### config.mk
export PLATFORM = sky130hd
export DESIGN_NAME = serial_dac_input_interface
export DESIGN_NICKNAME = d
export VERILOG_FILES = /design/src/word_fifo.v /design/src/serial_dac_input_interface.v
export VERILOG_INCLUDE_DIRS = /design/src
export SDC_FILE = /design/constraint.sdc
export NUM_CORES = 1
export LEC_CHECK = 0
export BUFFER_PORTS_ARGS = -buffer_cell sky130_fd_sc_hd__buf_4
export CAP_MARGIN = 20
export CORE_UTILIZATION = 45
export CTS_CLUSTER_SIZE = 20
export DETAILED_ROUTE_END_ITERATION = 7
export GPL_ROUTABILITY_DRIVEN = 0
export SETUP_SLACK_MARGIN = 0.3
export SLEW_MARGIN = 20
export SYNTH_ARGS = -nofsm -noshare
export SYNTH_HDL_FRONTEND = slang
export SYNTH_SLANG_ARGS = --single-unit
### constraint.sdc
create_clock -name mclk_in -period 4.7 [get_ports mclk_in]
set_clock_uncertainty 0.2 [all_clocks]
set_input_delay 0.47 -clock mclk_in [delete_from_list [all_inputs] [get_ports mclk_in]]
set_output_delay 0.47 -clock mclk_in [all_outputs]
set_load 0.02 [all_outputs]
### src/dac_serial_regs.vh
/*
  constants for the serial converter input block: word layout and timing.
  assumes a 10 MHz system clock and a serial clock sampled as a plain input.
*/
`ifndef DAC_SERIAL_REGS_VH
`define DAC_SERIAL_REGS_VH
`define WORD_BITS      24
`define CODE_BITS      16
`define CODE_LSB       0
`define PD_MSB         17
`define PD_LSB         16
`define PD_WIDTH       2
`define PD_NORMAL      2'h0
`define CODE_RESET     16'h0000
`define PD_RESET       2'h0
`define BIT_CNT_WIDTH  5
`define FIFO_DEPTH     4
`define SCLK_MAX_HZ    30000000
`endif

### src/word_fifo.v
/*
  small synchronous fifo with valid/ready on both sides.
  assumes one clock; depth is a power of two.
*/
`timescale 1ns/1ps
module word_fifo #(
  parameter WIDTH = 24,
  parameter DEPTH = 4,
  parameter AW    = 2
) (
  input  wire             clk_in,
  input  wire             rst_in,
  input  wire             in_valid_in,
  output wire             in_ready_out,
  input  wire [WIDTH-1:0] in_data_in,
  output wire             out_valid_out,
  input  wire             out_ready_in,
  output wire [WIDTH-1:0] out_data_out
);
  reg [WIDTH-1:0] mem_q [0:DEPTH-1];
  reg [AW:0]      wr_q;
  reg [AW:0]      rd_q;
  wire            full;
  wire            empty;
  wire            push;
  wire            pop;

  assign empty = (wr_q == rd_q);
  assign full  = (wr_q[AW] != rd_q[AW]) && (wr_q[AW-1:0] == rd_q[AW-1:0]);
  assign push  = in_valid_in && !full;
  assign pop   = out_ready_in && !empty;
  assign in_ready_out  = !full;
  assign out_valid_out = !empty;
  assign out_data_out  = mem_q[rd_q[AW-1:0]];

  always @(posedge clk_in)
  begin
    if (push)
    begin
      mem_q[wr_q[AW-1:0]] <= in_data_in;
    end
  end

  always @(posedge clk_in or posedge rst_in)
  begin
    if (rst_in)
    begin
      wr_q <= {(AW+1){1'b0}};
      rd_q <= {(AW+1){1'b0}};
    end
    else
    begin
      if (push)
      begin
        wr_q <= wr_q + 1'b1;
      end
      if (pop)
      begin
        rd_q <= rd_q + 1'b1;
      end
    end
  end
endmodule // word_fifo

### src/serial_dac_input_interface.v
/*
  serial input interface of a 16-bit converter: frame sync, shift clock,
  data in; 24-bit shift register, abort on early sync release, fifo between
  the link and the converter register.
  assumes frame sync, shift clock and data are asynchronous pins, sampled
  by mclk_in; shift clock must be slow enough to be seen (mclk/4 or less).
*/
`timescale 1ns/1ps
`include "dac_serial_regs.vh"
module serial_dac_input_interface #(
  parameter WORD_BITS  = `WORD_BITS,
  parameter CODE_BITS  = `CODE_BITS,
  parameter FIFO_DEPTH = `FIFO_DEPTH
) (
  input  wire                 mclk_in,
  input  wire                 rst_in,
  input  wire                 sync_n_in,
  input  wire                 sclk_in,
  input  wire                 sdata_in,
  output reg  [CODE_BITS-1:0] analog_output_code_out,
  output reg                  power_down_out,
  output reg  [1:0]           pd_mode_out,
  output reg                  update_out,
  output reg                  abort_out,
  output reg                  overflow_out
);
  reg [2:0]            sync_sr_q;
  reg [2:0]            sclk_sr_q;
  reg [1:0]            data_sr_q;
  reg [WORD_BITS-1:0]  shift_q;
  reg [`BIT_CNT_WIDTH-1:0] count_q;
  reg                  done_q;
  reg                  push_q;
  reg [WORD_BITS-1:0]  word_q;
  wire                 frame_on;
  wire                 frame_rise;
  wire                 sclk_fall;
  wire                 f_in_ready;
  wire                 f_out_valid;
  wire [WORD_BITS-1:0] f_out_data;
  wire                 f_pop;

  // stage 0 of each chain is read only by stage 1
  always @(posedge mclk_in or posedge rst_in)
  begin
    if (rst_in)
    begin
      sync_sr_q <= 3'h7;
      sclk_sr_q <= 3'h0;
      data_sr_q <= 2'h0;
    end
    else
    begin
      sync_sr_q <= {sync_sr_q[1:0], sync_n_in};
      sclk_sr_q <= {sclk_sr_q[1:0], sclk_in};
      data_sr_q <= {data_sr_q[0], sdata_in};
    end
  end

  assign frame_on   = !sync_sr_q[1];
  assign frame_rise = sync_sr_q[1] && !sync_sr_q[2];
  assign sclk_fall  = sclk_sr_q[2] && !sclk_sr_q[1];

  // frame receiver
  always @(posedge mclk_in or posedge rst_in)
  begin
    if (rst_in)
    begin
      shift_q   <= {WORD_BITS{1'b0}};
      count_q   <= {`BIT_CNT_WIDTH{1'b0}};
      done_q    <= 1'b0;
      push_q    <= 1'b0;
      word_q    <= {WORD_BITS{1'b0}};
      abort_out <= 1'b0;
      overflow_out <= 1'b0;
    end
    else
    begin
      abort_out <= 1'b0;
      overflow_out <= 1'b0;
      if (push_q && f_in_ready)
      begin
        push_q <= 1'b0;
      end
      if (!frame_on)
      begin
        // partial word dropped, nothing reaches the converter
        if (frame_rise && !done_q && count_q != {`BIT_CNT_WIDTH{1'b0}})
        begin
          abort_out <= 1'b1;
        end
        count_q <= {`BIT_CNT_WIDTH{1'b0}};
        done_q  <= 1'b0;
      end
      else if (sclk_fall && !done_q)
      begin
        shift_q <= {shift_q[WORD_BITS-2:0], data_sr_q[1]};
        if (count_q == WORD_BITS - 1)
        begin
          done_q  <= 1'b1;
          count_q <= {`BIT_CNT_WIDTH{1'b0}};
          // a full fifo with the previous word still pending in word_q loses the newest word rather than stalling the pins
          if (push_q && !f_in_ready)
          begin
            overflow_out <= 1'b1;
          end
          else
          begin
            word_q <= {shift_q[WORD_BITS-2:0], data_sr_q[1]};
            push_q <= 1'b1;
          end
        end
        else
        begin
          count_q <= count_q + 1'b1;
        end
      end
    end
  end

  word_fifo #(
    .WIDTH (WORD_BITS),
    .DEPTH (FIFO_DEPTH),
    .AW    ($clog2(FIFO_DEPTH))
  ) u_fifo (
    .clk_in        (mclk_in),
    .rst_in        (rst_in),
    .in_valid_in   (push_q),
    .in_ready_out  (f_in_ready),
    .in_data_in    (word_q),
    .out_valid_out (f_out_valid),
    .out_ready_in  (f_pop),
    .out_data_out  (f_out_data)
  );

  assign f_pop = f_out_valid;

  // converter register and power-down state
  always @(posedge mclk_in or posedge rst_in)
  begin
    if (rst_in)
    begin
      analog_output_code_out <= `CODE_RESET;
      pd_mode_out            <= `PD_RESET;
      power_down_out         <= 1'b0;
      update_out             <= 1'b0;
    end
    else
    begin
      update_out <= 1'b0;
      if (f_pop)
      begin
        analog_output_code_out <= f_out_data[CODE_BITS-1:`CODE_LSB];
        pd_mode_out    <= f_out_data[`PD_MSB:`PD_LSB];
        power_down_out <= (f_out_data[`PD_MSB:`PD_LSB] != `PD_NORMAL);
        update_out     <= 1'b1;
      end
    end
  end
endmodule // serial_dac_input_interface

== Word level (Yosys, flattened, before mapping) ==
Memories as Yosys holds them, arrays and structs flattened.
Cells that the tools add are included.
Operators by class
  add/subtract/negate cells: 3
  equality and inequality tests: 4
  multiplexer cells: 20
  bitwise gates (word level): 2
  reduce and logical (&&, ||, !) cells: 19
Operator list (number)
  $mux 1: 17
  $mux 5: 3
  $logic_and 1x1->1: 8
  $add 3x1->3 const B: 2
  $reduce_bool 2->1: 3
  $add 5x1->5 const B: 1
  $eq 5x5->1 const B: 1
  $reduce_bool 5->1: 1
  $logic_not 1->1: 4
  $reduce_and 2->1: 2
  $reduce_and 4->1: 1
  $eq 3x3->1: 1
  $eq 2x2->1: 1
  $not 1->1: 2
  $ne 1x1->1: 1
Storage, ports and cells
  flip-flop bits (word level): 90
  memory bits (writable): 96
  input bits: 5
  output and inout port bits: 22
  logic and storage cells: 65
  memories: 1
Memories
  u_fifo.mem_q: words 4, bits a word 24, read ports 1, clocked after Yosys merged registers in 0, write ports 1, RTL line word_fifo.v:20  | reg [WIDTH-1:0] mem_q [0:DEPTH-1];

== Depth between registers and ports, before layout ==
Gate-level depths: netlist of the first run.
  depth in word-level cells: 9
  mapped depth: 6
  gate-level depth less buffers: 5

== By module ==
Synthesis of the first run repeated with hierarchy kept, for this count alone.
Unflattened totals
  cell total of the unflattened synthesis: 372
  area, all modules: 7141.8 um2
By module, submodules not included
  word_fifo: instances 1, cells each 174, area each 3960.0 um2, seq. area each 3032.9 um2
  serial_dac_input_interface: instances 1, cells each 198, area each 3181.8 um2, seq. area each 2105.8 um2

== Worst setup path before layout of the first run ==
OpenSTA, ideal clock, no wires.
  path type: flip-flop to flip-flop
  start point: register u_fifo.wr_q[1]
  end point: memory u_fifo.mem_q[3][0], enable pin
  setup time: 0.377 ns
  arrival time: 1.505 ns
  required time: 4.123 ns
  setup slack: 2.618 ns
  cell stages (with the launch flop): 4
  path buffers: 0
  clock period less this slack: 2.082 ns
  cells stage by stage: dfrtp_1 -> xnor2_1 -> a31oi_1 -> and2_1
On the way
  cells in the longest elaborated chain, start to end: 6
RTL lines
  start: declaration: RTL line word_fifo.v:21  | reg [AW:0] wr_q;
  start signal: assignment: RTL line word_fifo.v:48  | wr_q <= {(AW+1){1'b0}};
  start signal: assignment: RTL line word_fifo.v:55  | wr_q <= wr_q + 1'b1;
  $eq 2x2->1: RTL line word_fifo.v:29  | assign full = (wr_q[AW] != rd_q[AW]) && (wr_q[AW-1:0] == rd_q[AW-1:0]);
  $logic_and 1x1->1: RTL line word_fifo.v:29
  $logic_not 1->1: RTL line word_fifo.v:30  | assign push = in_valid_in && !full;
  $logic_and 1x1->1: RTL line word_fifo.v:30
  $mux 1: RTL line word_fifo.v:38  | if (push)
  $mux 1 (not written as such): RTL line word_fifo.v:40  | mem_q[wr_q[AW-1:0]] <= in_data_in;
  end: declaration: RTL line word_fifo.v:20
Parallel ways exist; a longest one is shown, timed or not.

== Worst setup path in the final report of the first run ==
  start point: register u_fifo.wr_q[1]
  end point: memory u_fifo.mem_q[2][2], enable pin
Same word-level chain as after synthesis.

==> flow_summary_export.csv, run 1 <==
group,metric,value,unit
clock_network,clock_tree_root_buffer_cell,"sky130_fd_sc_hd__clkbuf_16",
final_layout,count_of_inserted_antenna_diode_cells,0,
die,dieWidth,114,um
die,num_io_pins,27,
power,max-vdd-ir-drop,0.282,mV
synthesis,yosysUniqueCellTypes,31,
timing,min_period_over_period,0.523,
timing,tns,0,ps
synthesis,synth_top_area_cell,"sky130_fd_sc_hd__edfxtp_1",
timing,setup_repair_after_global_routing_missed_its_margin,"no",
final_layout,final_nets,350,
clock_network,maximum_clock_insertion_buffer_count,2,
synthesis,count_of_flip_flops_with_a_built_in_enable_after_synthesis,72,
synthesis,syn_area_per_cell,19.2,sq um
worst_setup_path,worstSetupEndpointType,"flop",
placement,dpl_ws,2200,ps
die,die_area,0.0130,sq mm
timing,max_freq,0.407,GHz
synthesis,async_flop_share,0.520,
power,power.density_cell_area,433,mW/mm^2
synthesis,synth.most_common_cell,"sky130_fd_sc_hd__dfrtp_1",
clock_network,h_tree_depth,4,
global_route,largest_net_degree_at_the_start_of_global_routing,47,
worst_setup_path,cp-start-kind,"flop",
worst_setup_path,worstPathArrival,2290,ps
worst_setup_path,peak_fanout_along_the_critical_path,18,
outcome,result_of_the_run,"completed",
placement,hpwl_after_detailed_placement,5500,um
synthesis,ys_ff_latch,150,
timing,relSlewSlack,0.365,
hold_path,min-delay-path-class,"flop to flop",
die,floorplan.die.height,114,um
synthesis,synth_fp_nets,306,
drt,routed-via-count,2598,
timing,hold_slack,147,ps
clock_network,clkLatencyLatePin,420,ps
power,power.leakage,2.69,nW
clock_network,worst_setup_hold_path_clk_slew,50,ps
clock_network,cts.sinks,150,
drt,remaining_drc_errors,0,
global_route,grt_antenna_before_repair,0,
global_route,grt_pass1_vias,2806,
global_route,grt_usage,0.159,
synthesis,synth.yosys.warnings,0,
drt,drtPass1Iterations,4,
synthesis,top_area_cells_in_the_synthesized_netlist,"sky130_fd_sc_hd__edfxtp_1 38%, sky130_fd_sc_hd__dfrtp_1 33%, sky130_fd_sc_hd__mux2_2 8.8%, sky130_fd_sc_hd__mux4_2 7.2%, sky130_fd_sc_hd__mux2_4 2.7%",
drt,drt-initial-drc-count,136,
flow_run,max-cap-violations,0,
timing,worstMarginPinSlew,953,ps
clock_network,tritoncts,"done",
die,row_count,40,
synthesis,netlist_instances,294,
timing,worst_slack,2240,ps
drt,avgRoutedWirePerCell,17.0,um
synthesis,netlist_top_cells_count,"75 x sky130_fd_sc_hd__dfrtp_1, 72 x sky130_fd_sc_hd__edfxtp_1, 44 x sky130_fd_sc_hd__mux2_2",
synthesis,syn-cell-area,0.00566,sq mm
timing,max_slew_violation_count,0,
drt,drt.antenna.violating_nets,0,
synthesis,synth-main-ff-cell,"sky130_fd_sc_hd__dfrtp_1",
synthesis,yosysTopAreaCellShare,0.382,
worst_setup_path,critPathKind,"flop to flop",
final_layout,syn_to_final_growth,18.5,%
global_route,total_gr_overflow,0,
timing,setup-violations-final,0,
die,design.core.area,0.0121,sq mm
die,initial_utilization,0.467,
final_layout,final_layout_size_suffix_gt1_frac,0.385,
drt,via_per_inst,5.01,
worst_setup_path,worst_ep_required_time,4530,ps
drt,routed_wl,8800,um
clock_network,cts_inserted_buffers,17,
timing,final_period_minus_worst_setup_slack,2460,ps
placement,numPortBuffers,26,
clock_network,cts-resized-gates,0,
synthesis,synth_sequential_area_ratio,0.728,
global_route,grt_pass1_wl,14800,um
final_layout,fillers,960,
timing,hold_viol_final,0,
## metrics by stage
| step | cells | power, mW | area, sq um | util |
|---|---|---|---|---|
| floorplan | 294 | 1.50 | 5660 | - |
| global placement | 482 | 1.51 | 6040 | 0.498 |
| global route | 519 | 3.01 | 6710 | 0.554 |
| CTS | 519 | 2.94 | 6710 | 0.554 |
| detailed placement | 483 | 1.52 | 6050 | 0.499 |
| finish | 519 | 2.90 | 6710 | 0.554 |
## per-layer routing
layer	vias to the layer above	track usage	share of wire
met5	-	0	0
met4	0	0.0571	0.012
met3	10	0.0667	0.044
met2	44	0.245	0.48
met1	1353	0.203	0.46
li1	1191	-	-
## report_power, final
part | leakage (nW) | switching, mW | internal, mW
clock | 0.300 | 0.478 | 0.932
combinational | 0.772 | 0.0277 | 0.0343
sequential | 1.62 | 0.0275 | 1.40
total | 2.69 | 0.533 | 2.37
## path summary, 6_finish.rpt
check / startpoint / to / slack [ps] / depth (start not counted)
setup reg to reg: u_fifo.wr_q[1] / u_fifo.mem_q[2][2] / 2240 / 3
min in group asynchronous: rst_in / shift_q[5] / 480 / 3
hold reg to reg: data_sr_q[0] / data_sr_q[1] / 150 / 0
hold / removal: data_sr_q[0] / data_sr_q[1] / 150 / 0
max in group asynchronous: rst_in / data_sr_q[1] / 2840 / 4
setup / recovery: u_fifo.wr_q[1] / u_fifo.mem_q[2][2] / 2240 / 3
## layout make-up
cell class	instances	area (sq um)	share of cell area
clock buffer	20	437	0.0651
multi-input combinational	129	1470	0.219
clock inverter	12	184	0.0274
sequential	150	4120	0.614
tap	168	210	0.0313
timing repair buffer	34	269	0.0401
inverter	6	23.8	0.00354
## what timing repair did
action                                 CTS  global route
hold buffers                             4             0
buffers inserted                         0             0
endpoints found under the hold margin   35             0
## critical path, cell delays in order (launching register included)
cell                      delay (ps)
sky130_fd_sc_hd__dfrtp_1         430
sky130_fd_sc_hd__xnor2_1         180
sky130_fd_sc_hd__a31oi_1         430
sky130_fd_sc_hd__and2_1          830
## flip-flops by register name, summed over array words and instances, names as in the netlist, 5 cells and up
register                count
analog_output_code_out     16
count_q                     5
shift_q                    17
word_q                     18
u_fifo.mem_q               72
## cell usage in the layout (no fill, tap or decap), drive strengths merged, types with 3 or more instances in the layout
master / count
and2: 4
dfrtp: 75
xnor2: 4
clkbuf: 20
ha: 7
inv: 5
nand3: 3
buf: 30
a21oi: 4
edfxtp: 72
bufinv: 5
clkinv: 7
nand2: 8
mux2: 54
dfstp: 3
nor2: 9
dlygate4sd3: 4
mux4: 18
xor2: 4
## kinds of logic after synthesis
group / count (synthesis) / synth area share
simple gates: 33 / 0.0356
buf+inv: 15 / 0.0130
fa+ha+maj: 7 / 0.0155
mux: 74 / 0.189
compound gates: 7 / 0.00663
flops: 150 / 0.728
xor+xnor: 8 / 0.0124
(Power assumes the default switching activity.)
==> inputs of run 2 (changes only) <==
- clock period: 4.7 -> 2.2 ns (I/O delays scaled with it)
==> run 2 against run 1 <==
  * Final area grew 5.4%
  * Routed wire length grew 5.3%
  * First-iteration DRC count shrank 22%
  * Register-to-register slack lost 1900 ps
  * Fmax grew 30%
  * Worst hold slack is essentially flat
  * Sequential power grew 110%
==> flow_summary_export.csv, run 2 (same netlist as run 1, synthesis figures left out) <==
group,metric,value,unit
hold_path,min-delay-path-class,"flop to flop",
global_route,largest_net_degree_at_the_start_of_global_routing,79,
drt,remaining_drc_errors,0,
drt,via_per_inst,5.00,
worst_setup_path,reg2reg_slack,310,ps
timing,hold_viol_final,0,
drt,drt.antenna.violating_nets,0,
final_layout,syn_to_final_growth,25.0,%
clock_network,tritoncts,"done",
worst_setup_path,peak_fanout_along_the_critical_path,9,
final_layout,mostFrequentLayoutCells,"72 x sky130_fd_sc_hd__dfrtp_1, 72 x sky130_fd_sc_hd__edfxtp_1, 44 x sky130_fd_sc_hd__mux2_2",
timing,worstMarginPinSlew,604,ps
global_route,total_gr_overflow,0,
worst_setup_path,worstPathArrival,1990,ps
worst_setup_path,cp-start-kind,"flop",
worst_setup_path,rr_startpoint,"done_q",
hold_path,hold_depth,0,
clock_network,cts.sinks,150,
die,initial_utilization,0.467,
die,floorplan.die.height,114,um
placement,dpl_ws,137,ps
drt,routed-via-count,2670,
clock_network,clkLatencyLatePin,420,ps
timing,min_period_over_period,0.859,
final_layout,final_nets,365,
final_layout,count_of_inserted_antenna_diode_cells,0,
placement,numPortBuffers,26,
drt,routed_wl,9270,um
timing,max_freq,0.529,GHz
placement,hpwl_after_detailed_placement,5210,um
timing,max_slew_violation_count,0,
clock_network,worst_setup_hold_path_clk_slew,60,ps
clock_network,cts_inserted_buffers,17,
timing,setup-violations-final,0,
outcome,result_of_the_run,"completed",
final_layout,fillers,907,
drt,avgRoutedWirePerCell,17.4,um
worst_setup_path,worstSetupEndpointType,"flop",
power,power.leakage,2.93,nW
die,design.core.area,0.0121,sq mm
global_route,grt_pass1_wl,14800,um
worst_setup_path,r2r-end,"word_q[7]",
global_route,grt_usage,0.159,
drt,drt-initial-drc-count,106,
hold_path,hold_path_startpoint,"sclk_sr_q[0]",
global_route,grt_antenna_before_repair,0,
worst_setup_path,worst_ep_required_time,2300,ps
worst_setup_path,critPathKind,"flop to flop",
worst_setup_path,rr_worst_depth,5,
clock_network,clock_tree_root_buffer_cell,"sky130_fd_sc_hd__clkbuf_16",
final_layout,fin_util,0.584,
final_layout,final_cell_area,0.00707,sq mm
hold_path,hold_end,"sclk_sr_q[1]",
power,max-vdd-ir-drop,0.570,mV
die,num_io_pins,27,
clock_network,maximum_clock_insertion_buffer_count,2,
die,die_area,0.0130,sq mm
placement,post_dp_cell_area,0.00618,sq mm
die,row_count,40,
timing,relSlewSlack,0.597,
timing,setup_repair_after_global_routing_missed_its_margin,"yes",
final_layout,largest_reg_flops,72,
final_layout,final_layout_size_suffix_gt1_frac,0.459,
drt,drtPass1Iterations,4,
timing,final_period_minus_worst_setup_slack,1890,ps
timing,tns,0,ps
timing,worst_slack,310,ps
flow_run,max-cap-violations,0,
global_route,grt_pass1_vias,2781,
power,power.density_cell_area,917,mW/mm^2
die,dieWidth,114,um
clock_network,h_tree_depth,4,
==> run 2: cell types whose count changed in the layout (fill, tap and decap cells not counted), sizes merged <==
cell,delta
clkbuf,+1
clkinvlp,+4
buf,+14
clkinv,-5
bufinv,+1
==> run 2: layer usage <==
layer,wire length (um),global-route usage,up-vias
met2,4600,0.254,40
li1,-,-,1224
met4,131,0.0701,0
met5,0,0,-
met3,249,0.0508,9
met1,4290,0.199,1397
==> run 2: worst max-delay path by stage <==
stage / from / to / cells after the start
finish: done_q / word_q[7] / 5
global route: u_fifo.wr_q[1] / word_q[15] / 5
CTS: u_fifo.wr_q[1] / u_fifo.mem_q[0][15] / 4
detailed placement: count_q[0] / word_q[2] / 5
global placement: count_q[0] / word_q[7] / 5
floorplan: sclk_sr_q[1] / word_q[0] / 5
==> run 2: what timing repair did <==
| item | in CTS | in global routing |
|---|---|---|
| endpoints found under the hold margin | 78 | 0 |
| setup endpoints to repair | 57 | 120 |
| hold buffers | 4 | 0 |
| cloned | 0 | 1 |
| resized for setup | 2 | 15 |
| pin swaps | 2 | 5 |
| setup buffers | 2 | 5 |
==> run 2: worst max-delay path, cell delays in order (launching register included) <==
cell                        delay (ps)
sky130_fd_sc_hd__dfrtp_1           400
sky130_fd_sc_hd__or3b_4            450
sky130_fd_sc_hd__nor2_8            130
sky130_fd_sc_hd__nand3_4           110
sky130_fd_sc_hd__clkbuf_16         190
sky130_fd_sc_hd__mux2_4            290
==> run 2: power by group <==
part | internal, mW | total (mW) | switching (mW)
logic | 0.0791 | 0.140 | 0.0605
clock network | 2.19 | 3.28 | 1.09
registers | 3.00 | 3.06 | 0.0636
total | 5.27 | 6.48 | 1.22
==> run 2: metrics by stage <==
step / power, mW / cells / hold slack (ps)
after floorplan: 3.20 / 294 / 24.5
after global placement: 3.25 / 490 / 132
after detailed placement: 3.25 / 490 / 129
after CTS: 6.55 / 528 / 148
after global routing: 6.68 / 534 / 157
final: 6.48 / 534 / 147
==> run 2: final cells by class <==
cell class	instances	area (sq um)	area share
sequential	150	4120	0.583
tap	168	210	0.0297
multi-input combinational	129	1540	0.217
inverter	6	26.3	0.00372
timing repair buffer	49	498	0.0704
clock inverter	12	224	0.0317
clock buffer	20	457	0.0646
